[config.mk]
export PLATFORM = sky130hd
export DESIGN_NAME = quad_counter_timer
export DESIGN_NICKNAME = d
export VERILOG_FILES = /design/src/rtl/counter_slice.v /design/src/rtl/quad_counter_timer.v
export VERILOG_INCLUDE_DIRS = /design/src /design/src/rtl
export SDC_FILE = /design/constraint.sdc
export NUM_CORES = 1
export LEC_CHECK = 0
export BUFFER_PORTS_ARGS = -buffer_cell sky130_fd_sc_hd__buf_4
export CAP_MARGIN = 10
export CELL_PAD_IN_SITES_DETAIL_PLACEMENT = 0
export CELL_PAD_IN_SITES_GLOBAL_PLACEMENT = 1
export CORE_UTILIZATION = 53
export DETAILED_ROUTE_END_ITERATION = 16
export MAX_ROUTING_LAYER = met4
export PLACE_DENSITY = 0.85
export SLEW_MARGIN = 20
export SYNTH_ARGS = -nofsm -noshare
export SYNTH_HDL_FRONTEND = slang
export SYNTH_SLANG_ARGS = --single-unit
[constraint.sdc]
create_clock -name clock -period 5.9 [get_ports clock]
set_input_delay 0 -clock clock [delete_from_list [all_inputs] [get_ports clock]]
set_output_delay 0 -clock clock [all_outputs]
set_load 0.03 [all_outputs]
[src/rtl/qtimer_defs.vh]
`ifndef QTIMER_DEFS_VH
`define QTIMER_DEFS_VH
// register indices on the plain port (byte addresses)
`define ADDR_CNT_A      3'h0
`define ADDR_CNT_B      3'h1
`define ADDR_CNT_C      3'h2
`define ADDR_CNT_D      3'h3
`define ADDR_CLK_SEL    3'h4
`define ADDR_CONFIG1    3'h5
`define ADDR_CONFIG2    3'h6
`define ADDR_RUN        3'h7
// first configuration register fields
`define CFG1_PWM0       0
`define CFG1_PWM1       1
`define CFG1_JOIN_AB    2
`define CFG1_JOIN_CD    3
`define CFG1_DIR_LSB    4
// second configuration register fields
`define CFG2_CAPF_LSB   4
`define CFG2_CAPS_LSB   6
// clock select codes
`define CKSEL_PIN       2'h0
`define CKSEL_FAST      2'h1
`define CKSEL_SLOW      2'h2
`define CKSEL_128       2'h3
// reset values
`define RST_RUN         4'h0
`define RST_CFG1        8'h00
`define RST_CFG2        8'h00
`define RST_CLK_SEL     8'h00
`endif

[src/rtl/counter_slice.v]
`timescale 1ns/1ps
`default_nettype none
// one 8-bit up/down counter with compare, reload and a synchronous load request
module counter_slice (
	input  wire       clock,
	input  wire       rst_n,
	input  wire       enable,
	input  wire       tick,
	input  wire       run,
	input  wire       up,
	input  wire [7:0] compare,
	input  wire       load_req,
	output reg  [7:0] count_q,
	output wire       at_end,
	output reg        hit_q
);
	// end of count: target when up, zero when down
	assign at_end = up ? (count_q == compare) : (count_q == 8'h00);

	// advance only on a qualified tick; a pending load lands on that tick
	always @(posedge clock or negedge rst_n)
	begin
		if (!rst_n)
		begin
			count_q <= 8'h00;
			hit_q   <= 1'b0;
		end
		else if (enable)
		begin
			hit_q <= 1'b0;
			if (run && tick)
			begin
				if (load_req)
					count_q <= up ? 8'h00 : compare;
				else if (at_end)
				begin
					hit_q   <= 1'b1;
					count_q <= up ? 8'h00 : compare;
				end
				else if (up)
					count_q <= count_q + 8'h01;
				else
					count_q <= count_q - 8'h01;
			end
		end
	end
endmodule // counter_slice
`default_nettype wire

[src/rtl/quad_counter_timer.v]
`timescale 1ns/1ps
`default_nettype none
`include "qtimer_defs.vh"
// How it works
// - each unjoined counter advances only while its run bit is set
// - joined pairs use run bit of A for B, C for D
// - counter register reads live or captured value, write sets compare
// - stopped counter freezes and ignores its pin edges
// - write in counter mode clears count (up) or loads compare (down)
// - write-caused count update may wait for first enabled clock edge
// - write in PWM mode changes only the compare value
// - mode change never alters the count
// - clock code 00 selects port A pin per counter
// - codes 01,10 pick internal clocks; 11 picks 128 Hz
// - up/down counter all; capture A,B only; PWM counts down
// - A and C low bytes, B and D high bytes when joined
// - pair A/B plain mode interrupt mapping, B0 ordinary pin
// - PWM 0 mapping unjoined and joined, pin B0
// - capture function makes B, and A unless PWM 0 is on, captured counters with capture interrupts
// - pair C/D mapping with and without PWM 1, pin B1
// - capture on/off may cause spurious interrupts
// - at end of count raise interrupt and reload
// - direction bit 0 down, 1 up
module quad_counter_timer (
	input  wire       clock,
	input  wire       rst_n,
	input  wire       clk_en,
	input  wire [2:0] address,
	input  wire [7:0] write_data,
	input  wire       write_strobe,
	input  wire       read_strobe,
	output reg  [7:0] read_data,
	input  wire       ext_clock_pin_0,
	input  wire       ext_clock_pin_1,
	input  wire       ext_clock_pin_2,
	input  wire       ext_clock_pin_3,
	input  wire       rc_oscillator_clock,
	input  wire       rc_div4_clock,
	input  wire       clock_32_khz,
	input  wire       clock_1_khz,
	input  wire       clock_128_hz,
	input  wire       capture_event,
	input  wire       port_b_zero_in,
	input  wire       port_b_one_in,
	output reg        pwm_pin_zero,
	output reg        pwm_pin_one,
	output reg        interrupt_a,
	output reg        interrupt_b,
	output reg        interrupt_c,
	output reg        interrupt_d
);
	reg  [7:0] clock_select_register;
	reg  [7:0] first_configuration_register;
	reg  [7:0] second_configuration_register;
	reg  [3:0] counter_run_register;
	reg  [7:0] cmp_q [0:3];
	reg  [3:0] load_q;
	reg  [7:0] cap_q [0:1];
	reg        cap_prev_q;
	reg        pwm0_q;
	reg        pwm1_q;
	wire [3:0] tick;
	wire [3:0] at_end;
	wire [3:0] hit;
	wire [3:0] run_eff;
	wire [3:0] up_eff;
	wire [7:0] cnt [0:3];
	wire       join_pair_low;
	wire       join_pair_high;
	wire       pwm_out_zero_on;
	wire       pwm_out_one_on;
	wire [1:0] capture_function_field;
	wire       capture_on;
	wire [3:0] pins;
	wire [3:0] fast_clk;
	wire [3:0] slow_clk;
	wire       cap_edge;

	assign join_pair_low          = first_configuration_register[`CFG1_JOIN_AB];
	assign join_pair_high         = first_configuration_register[`CFG1_JOIN_CD];
	assign pwm_out_zero_on        = first_configuration_register[`CFG1_PWM0];
	assign pwm_out_one_on         = first_configuration_register[`CFG1_PWM1];
	assign capture_function_field = second_configuration_register[`CFG2_CAPF_LSB+1:`CFG2_CAPF_LSB];
	assign capture_on             = |capture_function_field;
	assign pins     = {ext_clock_pin_3, ext_clock_pin_2, ext_clock_pin_1, ext_clock_pin_0};
	assign fast_clk = {clock_32_khz, clock_32_khz, rc_oscillator_clock, rc_oscillator_clock};
	assign slow_clk = {clock_1_khz, clock_1_khz, rc_div4_clock, rc_div4_clock};
	// capture strobe: rising edge of the capture input
	assign cap_edge = capture_event & ~cap_prev_q;

	// joined high byte follows the low byte run bit
	assign run_eff[0] = counter_run_register[0];
	assign run_eff[1] = join_pair_low ? counter_run_register[0] : counter_run_register[1];
	assign run_eff[2] = counter_run_register[2];
	assign run_eff[3] = join_pair_high ? counter_run_register[2] : counter_run_register[3];

	// direction bit 1 up, 0 down; PWM forces down
	assign up_eff[0] = first_configuration_register[`CFG1_DIR_LSB] & ~pwm_out_zero_on;
	assign up_eff[1] = (join_pair_low ? first_configuration_register[`CFG1_DIR_LSB]
		: first_configuration_register[`CFG1_DIR_LSB+1]) & ~pwm_out_zero_on;
	assign up_eff[2] = first_configuration_register[`CFG1_DIR_LSB+2] & ~pwm_out_one_on;
	assign up_eff[3] = (join_pair_high ? first_configuration_register[`CFG1_DIR_LSB+2]
		: first_configuration_register[`CFG1_DIR_LSB+3]) & ~pwm_out_one_on;

	genvar g;
	generate
		for (g = 0; g < 4; g = g + 1)
		begin : gen_slice
			reg  sel_clk;
			reg  src_q;
			wire low_wrap;
			wire joined_hi;
			// code 00 takes the counter's own port A pin
			always @*
			begin
				case (clock_select_register[2*g+1:2*g])
					`CKSEL_PIN:  sel_clk = pins[g];
					`CKSEL_FAST: sel_clk = fast_clk[g];
					`CKSEL_SLOW: sel_clk = slow_clk[g];
					`CKSEL_128:  sel_clk = clock_128_hz;
					default:     sel_clk = 1'b0;
				endcase
			end
			// source edge detector; clock inputs are synchronous samples
			always @(posedge clock or negedge rst_n)
			begin
				if (!rst_n)
					src_q <= 1'b0;
				else if (clk_en)
					src_q <= sel_clk;
			end
			if (g == 1 || g == 3)
			begin : gen_hi
				assign joined_hi = (g == 1) ? join_pair_low : join_pair_high;
				// a high load lands together with the low load, so both bytes start as one
				assign low_wrap  = tick[g-1] & (at_end[g-1] | (load_q[g-1] & load_q[g]));
			end
			else
			begin : gen_lo
				assign joined_hi = 1'b0;
				assign low_wrap  = 1'b0;
			end
			// joined high byte only moves on low byte wrap or on a load shared with the low byte
			assign tick[g] = joined_hi ? low_wrap : (sel_clk & ~src_q);
			// run gating freezes state and drops edges
			counter_slice u_slice (
				.clock    (clock),
				.rst_n    (rst_n),
				.enable   (clk_en),
				.tick     (tick[g]),
				.run      (run_eff[g]),
				.up       (up_eff[g]),
				.compare  (cmp_q[g]),
				.load_req (load_q[g]),
				.count_q  (cnt[g]),
				.at_end   (at_end[g]),
				.hit_q    (hit[g])
			);
		end
	endgenerate

	// software registers and write side effects
	always @(posedge clock or negedge rst_n)
	begin
		if (!rst_n)
		begin
			clock_select_register         <= `RST_CLK_SEL;
			first_configuration_register  <= `RST_CFG1;
			second_configuration_register <= `RST_CFG2;
			counter_run_register          <= `RST_RUN;
			cmp_q[0] <= 8'h00;
			cmp_q[1] <= 8'h00;
			cmp_q[2] <= 8'h00;
			cmp_q[3] <= 8'h00;
			load_q   <= 4'h0;
		end
		else if (clk_en)
		begin
			// pending load clears only when its tick lands
			load_q <= load_q & ~(tick & run_eff);
			if (write_strobe)
			begin
				case (address)
					`ADDR_CNT_A, `ADDR_CNT_B, `ADDR_CNT_C, `ADDR_CNT_D:
					begin
						cmp_q[address[1:0]] <= write_data;
						if (!((address[1:0] == 2'h0 && pwm_out_zero_on) ||
							(address[1:0] == 2'h2 && pwm_out_one_on) ||
							(address[1:0] == 2'h1 && pwm_out_zero_on && join_pair_low) ||
							(address[1:0] == 2'h3 && pwm_out_one_on && join_pair_high)))
							load_q[address[1:0]] <= 1'b1;
					end
					`ADDR_CLK_SEL: clock_select_register <= write_data;
					`ADDR_CONFIG1: first_configuration_register <= write_data;
					`ADDR_CONFIG2: second_configuration_register <= write_data;
					`ADDR_RUN:     counter_run_register <= write_data[3:0];
					default:       counter_run_register <= counter_run_register;
				endcase
			end
		end
	end

	// capture of A and B on the capture strobe
	always @(posedge clock or negedge rst_n)
	begin
		if (!rst_n)
		begin
			cap_prev_q <= 1'b0;
			cap_q[0]   <= 8'h00;
			cap_q[1]   <= 8'h00;
		end
		else if (clk_en)
		begin
			cap_prev_q <= capture_event;
			// only A and B can be captured; A skipped in PWM
			if (capture_on && cap_edge)
			begin
				if (!pwm_out_zero_on)
					cap_q[0] <= cnt[0];
				cap_q[1] <= cnt[1];
			end
		end
	end

	// PWM compare outputs, high while count is below the compare value
	always @(posedge clock or negedge rst_n)
	begin
		if (!rst_n)
		begin
			pwm0_q <= 1'b0;
			pwm1_q <= 1'b0;
		end
		else if (clk_en)
		begin
			pwm0_q <= join_pair_low ? ({cnt[1], cnt[0]} < {cmp_q[1], cmp_q[0]})
				: (cnt[0] < cmp_q[0]);
			pwm1_q <= join_pair_high ? ({cnt[3], cnt[2]} < {cmp_q[3], cmp_q[2]})
				: (cnt[2] < cmp_q[2]);
		end
	end

	// interrupt and pin mapping per pair
	always @(posedge clock or negedge rst_n)
	begin
		if (!rst_n)
		begin
			interrupt_a  <= 1'b0;
			interrupt_b  <= 1'b0;
			interrupt_c  <= 1'b0;
			interrupt_d  <= 1'b0;
			pwm_pin_zero <= 1'b0;
			pwm_pin_one  <= 1'b0;
		end
		else if (clk_en)
		begin
			// pair A/B mapping, capture events win
			// toggling capture may pulse the capture channels
			if (capture_on)
			begin
				interrupt_a <= cap_edge & ~pwm_out_zero_on;
				interrupt_b <= cap_edge;
			end
			else if (pwm_out_zero_on)
			begin
				interrupt_a <= 1'b0;
				interrupt_b <= hit[1] & ~join_pair_low;
			end
			else
			begin
				// joined pair ends when high byte wraps
				interrupt_a <= join_pair_low ? hit[1] : hit[0];
				interrupt_b <= hit[1] & ~join_pair_low;
			end
			if (pwm_out_one_on)
				interrupt_c <= 1'b0;
			else
				interrupt_c <= join_pair_high ? hit[3] : hit[2];
			interrupt_d  <= hit[3] & ~join_pair_high;
			pwm_pin_zero <= pwm_out_zero_on ? pwm0_q : port_b_zero_in;
			pwm_pin_one  <= pwm_out_one_on ? pwm1_q : port_b_one_in;
		end
	end

	// read port, data valid the cycle after the strobe
	always @(posedge clock or negedge rst_n)
	begin
		if (!rst_n)
			read_data <= 8'h00;
		else if (clk_en)
		begin
			read_data <= 8'h00;
			if (read_strobe)
			begin
				case (address)
					// captured value replaces live count on A and B
					`ADDR_CNT_A:   read_data <= capture_on ? cap_q[0] : cnt[0];
					`ADDR_CNT_B:   read_data <= capture_on ? cap_q[1] : cnt[1];
					`ADDR_CNT_C:   read_data <= cnt[2];
					`ADDR_CNT_D:   read_data <= cnt[3];
					`ADDR_CLK_SEL: read_data <= clock_select_register;
					`ADDR_CONFIG1: read_data <= first_configuration_register;
					`ADDR_CONFIG2: read_data <= second_configuration_register;
					`ADDR_RUN:     read_data <= {4'h0, counter_run_register};
					default:       read_data <= 8'h00;
				endcase
			end
		end
	end
endmodule // quad_counter_timer
`default_nettype wire

==> results.tsv <==
stage	metric	value	unit
synth	syn-num-nets	988	
synth	avgSynthCellArea	9.859	sq um
route	postRouteWirelength	24.05	mm
worst_setup_path	start_kind	flip-flop	
synth	postSynthCellCount	900	
worst_hold_path	holdPathEnd	gen_slice[2].u_slice.hit_q	
route	first_pass_iters	5	
synth	yosysWarnings	0	
route	wire_per_inst	20.64	um
route	via_count	7212	
sta	finalSetupViolCount	0	
route	viasPerCell	6.191	
placed_design	place_congestion	0.9191	
synth	synth-seq-cells	137	
worst_setup_path	reg2reg_from	first_configuration_register[3]	
clocking	post_cts_buffers	0	
synth	syn_area	0.008874	sq mm
global_route	antenna_found_initial	0	
clocking	cts_root_buffer	clkbuf_16	
global_route	grt_max_degree	72	
clocking	h-tree-depth	4	
power_and_ir_drop	power.density	503.6	mW/mm^2
placed_design	io_buffers	41	
worst_hold_path	hold_depth	2	
sta	fin_skew	7.297	ps
die	io_pins	42	
power_and_ir_drop	ir_drop	288.6	uV
die	die_w	131.4	um
sta	timing_hold_violations_final	0	
sta	maxSlewViolCount	0	
synth	yosysSeqAreaShare	0.3864	
clocking	clk_pin_slew	60	ps
sta	period_share	0.5680	
finish	diodes	0	
die	die_h	131.4	um
finish	fin_util	0.6197	
worst_hold_path	min_from	clk_en	
global_route	grt_pass1_wl	39.12	mm
global_route	grt_usage	0.2998	
worst_setup_path	path_delay_family	compound AO/OA/AOI/OAI gates	
worst_hold_path	min_path_type	input pin to flip-flop	
clocking	cts-buffers-inserted	17	
worst_setup_path	rrSetupSlack	2550	ps
die	die_area	0.01726	sq mm
worst_setup_path	path_max_fanout	15	
worst_setup_path	crit_chain	mux2i_1 > nor2_2 > inv_2 > ha_1 > a2111oi_0 > o21ai_0 > a2111oi_0 > a221oi_1 > o211ai_1	
worst_setup_path	reg2regPathDepth	9	
sta	worst_pin_slew	907.2	ps
clocking	cts_tree	done	
clocking	clkLatencyLatePin	430	ps
worst_setup_path	crit_cells	9	
global_route	gr-total-overflow	0	
synth	yosys.cell_types.count	86	
power_and_ir_drop	cellLeakagePower	4.449	nW
sta	fin_setup_tns	0	ps
route	drtIter0Drc	545	
die	rows	46	
sta	min_period	3351	ps
die	core	0.01612	sq mm
job	drv_cap	0	
clocking	clockBufferDepth	2	
sta	fmaxAchievable	298.4	MHz
worst_setup_path	worstSetupEndpointType	flip-flop	
worst_setup_path	reg2reg_to	gen_slice[3].u_slice.count_q[7]	
clocking	postCtsResizedCells	0	
sta	rsz0062_at_grt	false	
worst_setup_path	critPathKind	flip-flop to flip-flop	
finish	nets	1024	
route	postRouteAntennaNets	0	
synth	synth_edf_count	0	
synth	synth_flop_cell	dfrtp_1	
route	drc	0	
worst_setup_path	worstPathArrival	3690	ps
worst_setup_path	critPathSlowestCell	dfrtp_1	
worst_setup_path	max_stage_delay	570	ps
worst_setup_path	crit_top_cell	a2111oi_0	
finish	syn2layout_area_growth	12.55	%
worst_setup_path	crit_buf_inv	1	
sta	max_slew_margin	0.3919	
global_route	grt_pass1_vias	7304	
synth	ys_async_sr_fraction	1.000	
clocking	clkSinkCount	137	
finish	drive_above_1_share	0.1791	
die	initial_utilization	0.5506	
outcome	status	complete, no violations	
placed_design	dp_hpwl	17.23	mm
worst_setup_path	crit_required	6240	ps
synth_stat cells, types with 5 or more instances:
cell type	n	share of area
xnor2_1	7	0.0069
nor2_1	32	0.014
nand4_1	9	0.0063
o21ai_0	54	0.030
a211oi_1	7	0.0059
buf_1	5	0.0021
o2bb2ai_1	7	0.0069
o211ai_1	17	0.014
mux2_2	65	0.082
nor2b_1	14	0.0099
a31oi_1	7	0.0049
o221ai_1	5	0.0049
mux2i_1	31	0.035
o22ai_1	5	0.0035
a21o_1	12	0.010
nand2_1	90	0.038
a21oi_1	31	0.017
ha_1	56	0.079
nor3_1	18	0.010
mux4_2	5	0.013
dfrtp_1	137	0.39
or4_1	5	0.0042
and2_1	8	0.0056
nand3_1	35	0.020
inv_1	68	0.029
clkbuf_1	22	0.0093
nor4_1	5	0.0035
a22oi_1	5	0.0042
or3_1	7	0.0049
xor2_1	10	0.0099
o2111ai_1	9	0.0089
metal layers:
metal,global-route usage,part of all wire
met3,0.05941,0.058
met2,0.4713,0.48
met4,0.09755,0.020
met5,-,0
met1,0.3893,0.44
worst reg2reg max path: stages, from the launching register on:
cell       delay (ps)
dfrtp_1           570
mux2i_1           420
nor2_2            110
inv_2             260
ha_1              350
a2111oi_0         540
o21ai_0           230
a2111oi_0         490
a221oi_1           90
o211ai_1          190
stage by stage:
step	setup WS (ps)	cell area, sq um	cells	power, W	hold WS (ps)
6_report	2549	9987	1165	0.005030	52.40
5_1_grt	2258	9987	1165	0.005380	69.71
2_1_floorplan	3126	8874	900	0.003281	-295.6
3_3_place_gp	2769	9255	1120	0.003769	45.49
4_1_cts	2572	9987	1165	0.005008	37.13
3_5_place_dp	2576	9255	1120	0.003885	52.85
kinds of logic after synthesis:
kind of cell / count (synthesis) / share of synthesized area
compound gates: 217 / 0.1746
xor+xnor: 17 / 0.01678
fa+ha+maj: 60 / 0.08799
buf+inv: 110 / 0.05471
flops: 137 / 0.3864
mux: 103 / 0.1331
simple gates: 256 / 0.1465
flip-flops by register name (all words and copies together) (netlist names), 4 cells and up:
register                       count
second_configuration_register      8
cmp_q                             32
cap_q                             16
gen_slice.src_q                    4
gen_slice.u_slice.count_q         32
gen_slice.u_slice.hit_q            4
first_configuration_register       8
counter_run_register               4
load_q                             4
read_data                          8
clock_select_register              8
worst max path at each step:
stage,from,slack [ps],end
2_1_floorplan,first_configuration_register[2],3130,gen_slice[1].u_slice.count_q[6]
3_3_place_gp,first_configuration_register[3],2770,gen_slice[3].u_slice.count_q[7]
3_5_place_dp,first_configuration_register[3],2580,gen_slice[3].u_slice.count_q[7]
4_1_cts,first_configuration_register[3],2570,gen_slice[3].u_slice.count_q[7]
5_1_grt,first_configuration_register[3],2260,gen_slice[3].u_slice.count_q[7]
6_report,first_configuration_register[3],2550,gen_slice[3].u_slice.count_q[7]
where the power goes:
| group | total (W) | switching [W] | internal (W) | leakage, nW |
|---|---|---|---|---|
| logic | 0.00233 | 0.00129 | 0.00104 | 2.48 |
| clock network | 0.00109 | 0.000427 | 0.000667 | 0.291 |
| registers | 0.00161 | 0.000378 | 0.00123 | 1.68 |
layout by cell type, fill, tap and decap left out, types with 18 or more instances in the layout:
cell type	synthesis	final
mux2i_1	31	31
a21oi_1	31	31
o21ai_0	54	54
nor2_1	32	32
nor3_1	18	18
nand3_1	35	35
mux2_2	65	65
inv_1	68	68
dfrtp_1	137	137
nand2_1	90	90
ha_1	56	56
buf_4	2	43
area by class of cell:
class,count,area (sq um)
Clock buffer,18,429.2
Timing Repair Buffer,57,464.2
Inverter,70,262.8
Sequential cell,137,3428
Clock inverter,14,172.7
Tap cell,216,270.3
Multi-Input combinational cell,653,4960
Fill cell,1346,6128
timing repair:
item                                    in CTS  in global routing
hold buffers                                13                  0
endpoints found under the hold margin      137                  0
endpoints found under the setup margin       0                  0
Power figures use the tool's default switching activity.
